File: src/rtl/seipol_pkg.sv
// seipol_pkg: constants and carrier types of the servo enable and input polarity block
// assumes one 25 MHz clock and a plain register port driven by a terminal command decoder
// How it works
// - emergency stop closed-contact default; open raises F4
// - over-travel inputs closed-contact default; open alarms
// - polarity writes ignored while servo enabled
// - polarity value zero selects normally open
// - port index 0 stop, 2 plus, 3 minus
// - port read gives function, timer, polarity
// - stop alarm shows F then 4
// - motion at power-up raises A1
// - ready valid about three seconds after power-on
// - servo state output closed while enabled
// - motor-off command disables servo
// - servo-on command re-enables servo
// - any alarm opens driver ready
// - alarm cleared by input or command
package seipol_pkg;
	// ***************************************************
	// register map
	// ***************************************************
	localparam logic [3:0] REG_CMD    = 4'h0; // write: bit0 motor off, bit1 servo on, bit2 clear
	localparam logic [3:0] REG_PSEL   = 4'h1; // input port select index
	localparam logic [3:0] REG_PORT   = 4'h2; // selected port settings
	localparam logic [3:0] REG_STATUS = 4'h3; // live state
	localparam logic [3:0] REG_IRQ    = 4'h4; // sticky events, write one to clear
	localparam logic [3:0] REG_MASK   = 4'h5; // interrupt mask
	localparam logic [3:0] REG_ALARM  = 4'h6; // current alarm code, two characters
	localparam logic [1:0] PORT_ESTOP = 2'h0;
	localparam logic [1:0] PORT_OTP   = 2'h2;
	localparam logic [1:0] PORT_OT_MINUS = 2'h3;
	// port word: [15:8] function, [7:1] anti-chatter timer in ms, [0] polarity
	localparam int        POL_BIT     = 0;
	localparam int        FILT_LSB    = 1;
	localparam int        FUNC_LSB    = 8;
	localparam logic      POL_NC      = 1'b1; // 1 closed contact, 0 open contact
	localparam logic [6:0] FILT_RST   = 7'h01;
	localparam logic [7:0] FUNC_RST_ESTOP    = 8'h01;
	localparam logic [7:0] FUNC_RST_OTP      = 8'h02;
	localparam logic [7:0] FUNC_RST_OT_MINUS = 8'h03;
	// filtered levels start at the closed idle level so reset raises no false alarm
	localparam logic [3:0] LEVEL_RST  = 4'hd;
	// alarm display characters
	localparam logic [7:0] CH_F   = 8'h46;
	localparam logic [7:0] CH_4   = 8'h34;
	localparam logic [7:0] CH_A   = 8'h41;
	localparam logic [7:0] CH_1   = 8'h31;
	localparam logic [7:0] CH_O   = 8'h4f;
	localparam logic [7:0] CH_T   = 8'h54;
	// timing
	localparam int CLK_HZ         = 25_000_000;
	localparam int READY_MS       = 3000;
	localparam int READY_CYC      = READY_MS * (CLK_HZ / 1000);
	localparam int MS_CYC         = CLK_HZ / 1000;
	localparam int SEG_MS         = 500; // display alternation period
	localparam int SEG_CYC        = SEG_MS * (CLK_HZ / 1000);
	// events
	localparam int EV_ESTOP = 0;
	localparam int EV_OT    = 1;
	localparam int EV_ABS   = 2;
	localparam int EV_READY = 3;
	localparam int EV_N     = 4;
	typedef struct packed {
		logic [7:0] func;
		logic [6:0] filt;
		logic       pol;
	} seipol_port_s;
	typedef struct packed {
		logic [3:0]  addr;
		logic [15:0] wdata;
		logic        wr;
		logic        rd;
	} seipol_bus_s;
endpackage : seipol_pkg

File: src/rtl/seipol_top.sv
// seipol_top: servo enable sequencing, safety input supervision and alarm display
// assumes raw pins async to CLK; bus strobes come from logic on CLK
module seipol_top
	import seipol_pkg::*;
#(
	parameter int READY_CYCLES = READY_CYC,
	parameter int MS_CYCLES    = MS_CYC,
	parameter int SEG_CYCLES   = SEG_CYC
)(
	input  wire logic        CLK,
	input  wire logic        RST_N,
	input  wire logic        CE,
	input  wire logic        EMERGENCY_STOP_INPUT,
	input  wire logic        OVERTRAVEL_PLUS_INPUT,
	input  wire logic        OVERTRAVEL_MINUS_INPUT,
	input  wire logic        SERVO_ENABLE_REQUEST,
	input  wire logic        ALARM_CLEAR_INPUT,
	input  wire logic        MOTOR_MOVING,
	input  wire seipol_pkg::seipol_bus_s BUS,
	output logic      [15:0] RDATA,
	output logic             DRIVER_READY_OUTPUT,
	output logic             SERVO_STATE_OUTPUT,
	output logic      [7:0]  SEG_CHAR,
	output logic             IRQ
);
	import seipol_pkg::*;

	// ***************************************************
	// pin synchronisers
	// ***************************************************
	logic [5:0] s1_q;
	logic [5:0] s2_q;
	// first stage feeds only the second
	always_ff @(posedge CLK)
	begin
		if (!RST_N)
		begin
			s1_q <= 6'h00;
			s2_q <= 6'h00;
		end
		else if (CE)
		begin
			s1_q <= {MOTOR_MOVING, ALARM_CLEAR_INPUT, SERVO_ENABLE_REQUEST,
				OVERTRAVEL_MINUS_INPUT, OVERTRAVEL_PLUS_INPUT, EMERGENCY_STOP_INPUT};
			s2_q <= s1_q;
		end
	end

	// ***************************************************
	// port settings
	// ***************************************************
	seipol_port_s port_q [4];
	logic [1:0]   psel_q;
	logic         servo_q;
	logic         wr_port;
	assign wr_port = BUS.wr && (BUS.addr == REG_PORT);
	// polarity frozen while servo runs, function and timer always writable
	always_ff @(posedge CLK)
	begin
		if (!RST_N)
		begin
			port_q[0] <= '{func: FUNC_RST_ESTOP, filt: FILT_RST, pol: POL_NC};
			port_q[1] <= '{func: 8'h00, filt: FILT_RST, pol: POL_NC};
			port_q[2] <= '{func: FUNC_RST_OTP, filt: FILT_RST, pol: POL_NC};
			port_q[3] <= '{func: FUNC_RST_OT_MINUS, filt: FILT_RST, pol: POL_NC};
			psel_q    <= PORT_ESTOP;
		end
		else if (CE)
		begin
			if (BUS.wr && BUS.addr == REG_PSEL)
				psel_q <= BUS.wdata[1:0];
			if (wr_port)
			begin
				port_q[psel_q].func <= BUS.wdata[FUNC_LSB +: 8];
				port_q[psel_q].filt <= BUS.wdata[FILT_LSB +: 7];
				if (!servo_q)
					port_q[psel_q].pol <= BUS.wdata[POL_BIT];
			end
		end
	end

	// ***************************************************
	// debounce and contact polarity
	// ***************************************************
	logic [3:0]  raw;
	logic [3:0]  stab_q;
	logic [15:0] msdiv_q;
	logic        ms_tick;
	logic [6:0]  cnt_q [4];
	assign raw     = {s2_q[2], s2_q[1], 1'b0, s2_q[0]}; // indexed like the port settings
	assign ms_tick = (msdiv_q == 16'(MS_CYCLES - 1));
	// shared millisecond tick keeps four counters narrow
	always_ff @(posedge CLK)
	begin
		if (!RST_N)
			msdiv_q <= 16'h0000;
		else if (CE)
			msdiv_q <= ms_tick ? 16'h0000 : msdiv_q + 16'h0001;
	end
	// level accepted only once stable for the port timer
	always_ff @(posedge CLK)
	begin
		if (!RST_N)
		begin
			stab_q <= LEVEL_RST;
			for (int i = 0; i < 4; i++)
				cnt_q[i] <= 7'h00;
		end
		else if (CE)
		begin
			for (int i = 0; i < 4; i++)
			begin
				if (raw[i] == stab_q[i])
					cnt_q[i] <= 7'h00;
				else if (ms_tick)
				begin
					if (cnt_q[i] + 7'h01 >= port_q[i].filt)
					begin
						stab_q[i] <= raw[i];
						cnt_q[i]  <= 7'h00;
					end
					else
						cnt_q[i] <= cnt_q[i] + 7'h01;
				end
			end
		end
	end
	// closed contact: an open (low) pin is active; open contact: a high pin is active
	logic act_estop;
	logic act_otp;
	logic act_ot_minus;
	assign act_estop    = port_q[0].pol ? !stab_q[0] : stab_q[0];
	assign act_otp      = port_q[2].pol ? !stab_q[2] : stab_q[2];
	assign act_ot_minus = port_q[3].pol ? !stab_q[3] : stab_q[3];

	// ***************************************************
	// power-up sequencing and alarms
	// ***************************************************
	logic [31:0] pwr_q;
	logic        ready_done;
	logic        al_estop_q;
	logic        al_ot_q;
	logic        al_abs_q;
	logic        clr;
	logic        any_alarm;
	assign ready_done = (pwr_q == 32'(READY_CYCLES));
	assign clr = s2_q[4] || (BUS.wr && BUS.addr == REG_CMD && BUS.wdata[2]);
	assign any_alarm = al_estop_q || al_ot_q || al_abs_q;
	// self-check window after power-on
	always_ff @(posedge CLK)
	begin
		if (!RST_N)
			pwr_q <= 32'h0000_0000;
		else if (CE && !ready_done)
			pwr_q <= pwr_q + 32'h0000_0001;
	end
	// alarms latch; clear drops them only if the cause is gone
	always_ff @(posedge CLK)
	begin
		if (!RST_N)
		begin
			al_estop_q <= 1'b0;
			al_ot_q    <= 1'b0;
			al_abs_q   <= 1'b0;
		end
		else if (CE)
		begin
			if (act_estop)
				al_estop_q <= 1'b1;
			else if (clr)
				al_estop_q <= 1'b0;
			if (act_otp || act_ot_minus)
				al_ot_q <= 1'b1;
			else if (clr)
				al_ot_q <= 1'b0;
			if (!ready_done && s2_q[5])
				al_abs_q <= 1'b1;
			else if (clr)
				al_abs_q <= 1'b0;
		end
	end

	// ***************************************************
	// servo enable
	// ***************************************************
	logic req_q;
	logic cmd_off;
	logic cmd_on;
	assign cmd_off = BUS.wr && BUS.addr == REG_CMD && BUS.wdata[0];
	assign cmd_on  = BUS.wr && BUS.addr == REG_CMD && BUS.wdata[1];
	// pin enable acts on its rising edge so a terminal motor-off sticks
	always_ff @(posedge CLK)
	begin
		if (!RST_N)
		begin
			servo_q <= 1'b0;
			req_q   <= 1'b0;
		end
		else if (CE)
		begin
			req_q <= s2_q[3];
			if (any_alarm || !ready_done || cmd_off || (req_q && !s2_q[3]))
				servo_q <= 1'b0;
			else if (cmd_on || (s2_q[3] && !req_q))
				servo_q <= 1'b1;
		end
	end
	// outputs registered
	always_ff @(posedge CLK)
	begin
		if (!RST_N)
		begin
			DRIVER_READY_OUTPUT <= 1'b0;
			SERVO_STATE_OUTPUT  <= 1'b0;
		end
		else if (CE)
		begin
			DRIVER_READY_OUTPUT <= ready_done && !any_alarm;
			SERVO_STATE_OUTPUT  <= servo_q;
		end
	end

	// ***************************************************
	// seven-segment sequence
	// ***************************************************
	logic [31:0] seg_q;
	logic        phase_q;
	logic [15:0] code;
	always_comb
	begin
		code = 16'h0000;
		if (al_estop_q)
			code = {CH_F, CH_4};
		else if (al_abs_q)
			code = {CH_A, CH_1};
		else if (al_ot_q)
			code = {CH_O, CH_T};
	end
	// first character shown first when an alarm appears while no other alarm is pending
	always_ff @(posedge CLK)
	begin
		if (!RST_N)
		begin
			seg_q    <= 32'h0000_0000;
			phase_q  <= 1'b0;
			SEG_CHAR <= 8'h00;
		end
		else if (CE)
		begin
			if (code == 16'h0000)
			begin
				seg_q   <= 32'h0000_0000;
				phase_q <= 1'b0;
			end
			else if (seg_q == 32'(SEG_CYCLES - 1))
			begin
				seg_q   <= 32'h0000_0000;
				phase_q <= !phase_q;
			end
			else
				seg_q <= seg_q + 32'h0000_0001;
			SEG_CHAR <= phase_q ? code[7:0] : code[15:8];
		end
	end

	// ***************************************************
	// interrupts and read port
	// ***************************************************
	logic [EV_N-1:0] ev;
	logic [EV_N-1:0] irq_q;
	logic [EV_N-1:0] mask_q;
	logic            rdy_q;
	assign ev = {ready_done && !rdy_q, al_abs_q, al_ot_q, al_estop_q};
	// set wins over clear so no event is lost
	always_ff @(posedge CLK)
	begin
		if (!RST_N)
		begin
			irq_q  <= '0;
			mask_q <= '0;
			rdy_q  <= 1'b0;
			IRQ    <= 1'b0;
		end
		else if (CE)
		begin
			rdy_q <= ready_done;
			if (BUS.wr && BUS.addr == REG_MASK)
				mask_q <= BUS.wdata[EV_N-1:0];
			irq_q <= ev | (irq_q & ~((BUS.wr && BUS.addr == REG_IRQ) ?
				BUS.wdata[EV_N-1:0] : '0));
			IRQ <= |(irq_q & mask_q);
		end
	end
	// read data valid the cycle after the strobe only
	always_ff @(posedge CLK)
	begin
		if (!RST_N)
			RDATA <= 16'h0000;
		else if (CE)
		begin
			RDATA <= 16'h0000;
			if (BUS.rd)
			begin
				unique case (BUS.addr)
					REG_PSEL:   RDATA <= {14'h0000, psel_q};
					REG_PORT:   RDATA <= port_q[psel_q];
					REG_STATUS: RDATA <= {9'h000, act_ot_minus, act_otp, act_estop,
						DRIVER_READY_OUTPUT, servo_q, ready_done, any_alarm};
					REG_IRQ:    RDATA <= {12'h000, irq_q};
					REG_MASK:   RDATA <= {12'h000, mask_q};
					REG_ALARM:  RDATA <= code;
					default:    RDATA <= 16'h0000;
				endcase
			end
		end
	end
endmodule // seipol_top

File: config.mk
export PLATFORM = sky130hd
export DESIGN_NAME = seipol_top
export DESIGN_NICKNAME = d
export VERILOG_FILES = /design/src/rtl/seipol_pkg.sv /design/src/rtl/seipol_top.sv
export SDC_FILE = /design/constraint.sdc
export NUM_CORES = 1
export LEC_CHECK = 0
export ABC_CLOCK_PERIOD_IN_PS = 5700
export BUFFER_PORTS_ARGS = -buffer_cell sky130_fd_sc_hd__buf_4
export CELL_PAD_IN_SITES_DETAIL_PLACEMENT = 2
export CELL_PAD_IN_SITES_GLOBAL_PLACEMENT = 2
export CORE_MARGIN = 5
export CORE_UTILIZATION = 25
export CTS_BUF_LIST = sky130_fd_sc_hd__clkbuf_8
export DETAILED_ROUTE_END_ITERATION = 8
export GPL_TIMING_DRIVEN = 0
export PLACE_DENSITY = 0.58
export SYNTH_ARGS = -nofsm -noshare
export SYNTH_HDL_FRONTEND = slang
export SYNTH_SLANG_ARGS = --single-unit
File: constraint.sdc
create_clock -name CLK -period 5.7 [get_ports CLK]
set_input_delay 0.855 -clock CLK [delete_from_list [all_inputs] [get_ports CLK]]
set_output_delay 0.855 -clock CLK [all_outputs]
set_load 0.05 [all_outputs]
* Yosys cells after proc, flatten, opt, wreduce, memory -nomap -nowiden
Memories as Yosys holds them, arrays and structs flattened. A register that Yosys moved wholly into a read port is not among the register bits.
Index checks and enable logic that the tools add are counted.
** Cells by class
- Add/subtract/negate cells :: 7
- Multiply operators :: 0
- Divide/modulo/power cells :: 0
- $lt $le $gt $ge :: 4
- Eq/ne operators :: 12
- Shift-type cells :: 0
- Muxes and demuxes :: 114
- Bitwise operators :: 19
- Reduce and logical (&&, ||, !) cells :: 50
** Operators with widths (count)
- 16-bit case mux with 6 select lines :: 1
- 1-bit 2-to-1 mux :: 87
- 7-bit 2-to-1 mux :: 12
- 32-bit by 1-bit adder with 32-bit output, second input constant :: 2
- 32-bit 2-to-1 mux :: 2
- 16-bit 2-to-1 mux :: 3
- 15-bit 2-to-1 mux :: 3
- 32-bit by 24-bit == test with 1-bit output, second input constant :: 1
- 32-bit by 27-bit == test with 1-bit output, second input constant :: 1
- 7-bit by 1-bit adder with 7-bit output, second input constant :: 4
- 7-bit greater-or-equal comparator :: 4
- 16-bit by 1-bit adder with 16-bit output, second input constant :: 1
- 16-bit by 15-bit == test with 1-bit output, second input constant :: 1
- 16-bit logical NOT :: 1
- 16-bit OR reduction :: 1
- 1-bit logical AND :: 14
- 2-bit AND reduction :: 7
- 4-bit by 3-bit == test with 1-bit output, second input constant :: 3
- 1-bit OR :: 12
- 4-bit AND reduction :: 3
- 2-bit nonzero test :: 5
- 1-bit logical NOT :: 9
- 4-bit bitwise AND :: 2
- 4-bit by 2-bit == test with 1-bit output, second input constant :: 2
- other kinds (11) :: 25
** Word-level totals
- Flip-flop bits (word level) :: 140
- Bits in latches :: 0
- RAM bits :: 92
- Memory bits (read-only) :: 0
- Memories kept :: 2
** Memories
- port_q :: words 4, width 16, rd ports 5, clocked after memory_dff 1, write ports 4, RTL line seipol_top.sv:52 : seipol_port_s port_q [4];
- cnt_q :: words 4, width 7, rd ports 4, clocked after memory_dff 0, write ports 4, RTL line seipol_top.sv:89 : logic [6:0] cnt_q [4];

* Longest topological paths before layout
An unclocked memory read counts as a cell.
- Depth after elaboration :: 11
- Gate-level depth with buffers :: 10
- Gate-level depth less buffers :: 10

* Worst setup path before layout
No wires, ideal clock.
- Path type :: input -> register
- Start point :: in BUS[21] (netlist name)
- End point :: mem port_q[1][0] (netlist name), enable pin
- Setup time :: 0.300 ns
- Arrival time :: 2.693 ns
- Required time :: 5.400 ns
- Setup slack :: 2.707 ns
- Cell stages on the path :: 7
- Buffers on the path :: 1
- Path through :: buf_2 nor2b_2 nand4b_1 or2_1 nor3b_2 nand2b_1 nor2b_1
** RTL lines
- start, declared :: RTL line seipol_top.sv:19 : input wire seipol_pkg::seipol_bus_s BUS,
- end, declared :: RTL line seipol_top.sv:52

==> flow_summary_export.csv <==
group,metric,value,unit
outcome,outcome,"completed",
layout,drive_gt1_share,14.0,%
layout,diodes,0,
sta,hold_slack,0.461,ns
sta,setup_viol,0,
synthesis,synth_edf_count,85,
synthesis,synth-simple-area-share,23.8,%
drt,first_pass_iters,4,
sta,fin_tns_setup,0,ns
sta,rsz0062_at_grt,"false",
worst_setup_path,end_kind,"register",
sta,max_freq,274,MHz
worst_setup_path,slowest_delay,0.83,ns
cts,cts_buffers,44,
sta,fin_crit_sh,63.9,%
synthesis,avgSynthCellArea,10.0,um^2
worst_setup_path,cp.arrival,3.97,ns
worst_setup_path,r2r_cells,8,
sta,final-max-slew-violation-count,0,
synthesis,synth-compound-area-share,8.09,%
sta,fin_worst_skew,0.0400,ns
synthesis,ys_seq_area_share,49.3,%
cts,cts.path.max_buffers,3,
sta,fin_crit,3.65,ns
place,gp_congestion,0.779,
global_routing,grt_antenna_before_repair,1,
sta,max_slew_margin,14.0,%
cts,cts.repair.resized,0,
synthesis,yosys_warnings,0,
drt,ant_nets,0,
hold_path,hp-class,"reg -> reg",
synthesis,async_reset_ff_share,0,%
layout,areaGrowthSynthToFinish,19.3,%
cts,hold_buffers,0,
synthesis,netlist_top_cells_area,"dfxtp_1 (26%), edfxtp_1 (23%), nor2_1 (4.8%), xor2_1 (4.2%), and2_1 (3.5%)",
layout,stdcell_count,1808,
global_routing,grt_usage,14.8,%
cts,cts-root-buf,"clkbuf_8",
place,io_buffers,55,
global_routing,gr-total-overflow,0,
cts,cts_sinks,225,
die,start_util,25.2,%
run,maxCapViolCount,0,
synthesis,ys_ff_latch,225,
sta,worst_pin_slew,1.28,ns
worst_setup_path,r2r_slack,2.82,ns
worst_setup_path,critical_path_class,"in -> reg",
cts,post_cts.repair.setup_buffers,0,
die,core-area,43100,um^2
worst_setup_path,critPathRequiredTime,6.02,ns
pwr,ir_worst_vdd,0.118,mV
die,row_count,76,
synthesis,synth.cell_area,10900,um^2
global_routing,grt_pass1_wl,54600,um
worst_setup_path,reg2reg_from,"cnt_q[2][0]",
synthesis,yosys.area.top_type,"dfxtp_1",
die,die_width,219,um
drt,via_per_inst,4.68,
worst_setup_path,start_kind,"input port",
worst_setup_path,crit_path_top_delay_cell,"nand2b_1",
global_routing,grt_pass1_vias,9194,
synthesis,synth_nets,1145,
synthesis,yosys.area.top_type_share,25.8,%
cts,htree_num_levels,2,
synthesis,synth_xor_area_share,6.28,%
sta,hold_viol_final,0,
synthesis,ys_types,78,
place,dp_cells,1727,
worst_setup_path,crit_chain,"buf_4 > buf_2 > nor2b_2 > nand4b_1 > or2_1 > nor3b_2 > nand2b_1 > nor2b_1",
cts,clk_pin_slew,0.06,ns
worst_setup_path,critPathMaxFanout,16,
die,io_pins,58,
pwr,p_leak,0.00473,uW
drt,finalWirelength,35100,um
place,hpwl,25400,um
synthesis,syn_inst,1086,
synthesis,synth_top_family_by_area,"simple AND/OR/NAND/NOR gates",
layout,nets,1247,
cts,clk_latency,0.62,ns
die,fp.dieArea,47800,um^2
drt,drt_iter0_markers,341,
global_routing,grt_start_max_net_pins,17,
drt,wire_per_inst,19.4,um
synthesis,synth_ff_type,"dfxtp_1",
die,die_y,219,um
worst_setup_path,crit_end,"port_q[2][0]",
worst_setup_path,critical_path.startpoint,"BUS[21]",
drt,vias,8457,
drt,drc,0,
pwr,power_density,284,nW/um^2
worst_setup_path,rr_endpoint,"cnt_q[2][3]",
cts,cts_tree,"done",
synthesis,synthMuxAreaShare,6.27,%
synthesis,synthAdderAreaFrac,3.22,%
synthesis,synth_common_cells,"dfxtp_1 (140), nor2_1 (140), nand2_1 (86), edfxtp_1 (85), and2_1 (60)",
layout by cell type, fill, tap and decap left out, drive strengths merged, types with 3 or more instances in the layout:
master and instances:
nor3 16, clkbuf 90, clkinv 13, a211oi 3, nor2b 23, o31ai 4
o2bb2ai 3, mux2i 31, xor2 52, nand2b 22, and4 10, nand4 30
a31oi 6, o21a 3, and3 13, inv 44, nor4 10, nor3b 4
nand4b 5, or3 14, or3b 3, nor2 142, o21ai 31, a2111oi 3
dfxtp 140, a21o 5, nor4b 6, and2 61, a32oi 7, xnor2 26
edfxtp 85, nand2 89, a21oi 36, nand3 39, buf 70, mux4 16
a22oi 12, ha 28
worst min-delay path by stage:
stage | start | endpoint | slack, ns | cells after the start
global placement | RDATA[0] | RDATA[0] | 0.44 | 1
finish | RDATA[0] | RDATA[0] | 0.46 | 1
floorplan | seg_q[31] | seg_q[31] | 0.44 | 1
global route | MOTOR_MOVING | s1_q[5] | 0.47 | 3
detailed placement | RDATA[0] | RDATA[0] | 0.45 | 1
CTS | OVERTRAVEL_MINUS_INPUT | s1_q[2] | 0.46 | 3
final cells by class:
type	count	area, um^2
Buffer	46	196
Clock buffer	58	798
Clock inverter	23	135
Fill cell	4824	30100
Inverter	36	135
Multi-Input combinational cell	779	5190
Sequential cell	225	5360
Tap cell	585	732
Timing Repair Buffer	56	428
cells by family after synthesis:
| logic type | Yosys count |
|---|---|
| other | 1 |
| AO/OA/AOI/OAI | 130 |
| AND/OR/NAND/NOR | 494 |
| buffers and inverters | 82 |
| adder cells (fa/ha/maj) | 28 |
| XOR/XNOR | 78 |
| flip-flops | 225 |
| multiplexers | 48 |
sequential cells by signal, summed over array words and instances (netlist names), 6 cells and up, named ones only:
signal / count
msdiv_q: 16
SEG_CHAR: 7
port_q: 64
RDATA: 16
seg_q: 32
pwr_q: 32
s1_q: 6
cnt_q: 21
s2_q: 6
where the power goes:
part | internal (uW) | switching [uW]
logic | 81.5 | 157
registers | 1700 | 25.2
clock network | 960 | 762
through the flow:
step | power (uW) | util, % | setup slack (ns) | instance area [um^2]
2_1_floorplan | 1890 | - | 2.71 | 10900
4_1_cts | 3780 | 30.1 | 2.01 | 13000
3_5_place_dp | 2010 | 27.9 | 1.33 | 12000
3_3_place_gp | 2000 | 27.9 | 1.15 | 12000
5_1_grt | 3870 | 30.1 | 1.87 | 13000
6_report | 3690 | 30.1 | 2.06 | 13000
routing by layer:
metal / part of all wire (%) / track usage [%]
met2: 49 / 25.7
met3: 3.5 / 3.16
met1: 45 / 18.6
met5: 0 / 0
met4: 2.2 / 4.17
worst max-delay path: cells and delay by family:
family | cells | cell delay [ns]
simple gates | 6 | 2.77
buf+inv | 2 | 0.32
Power figures use the tool's default switching activity.
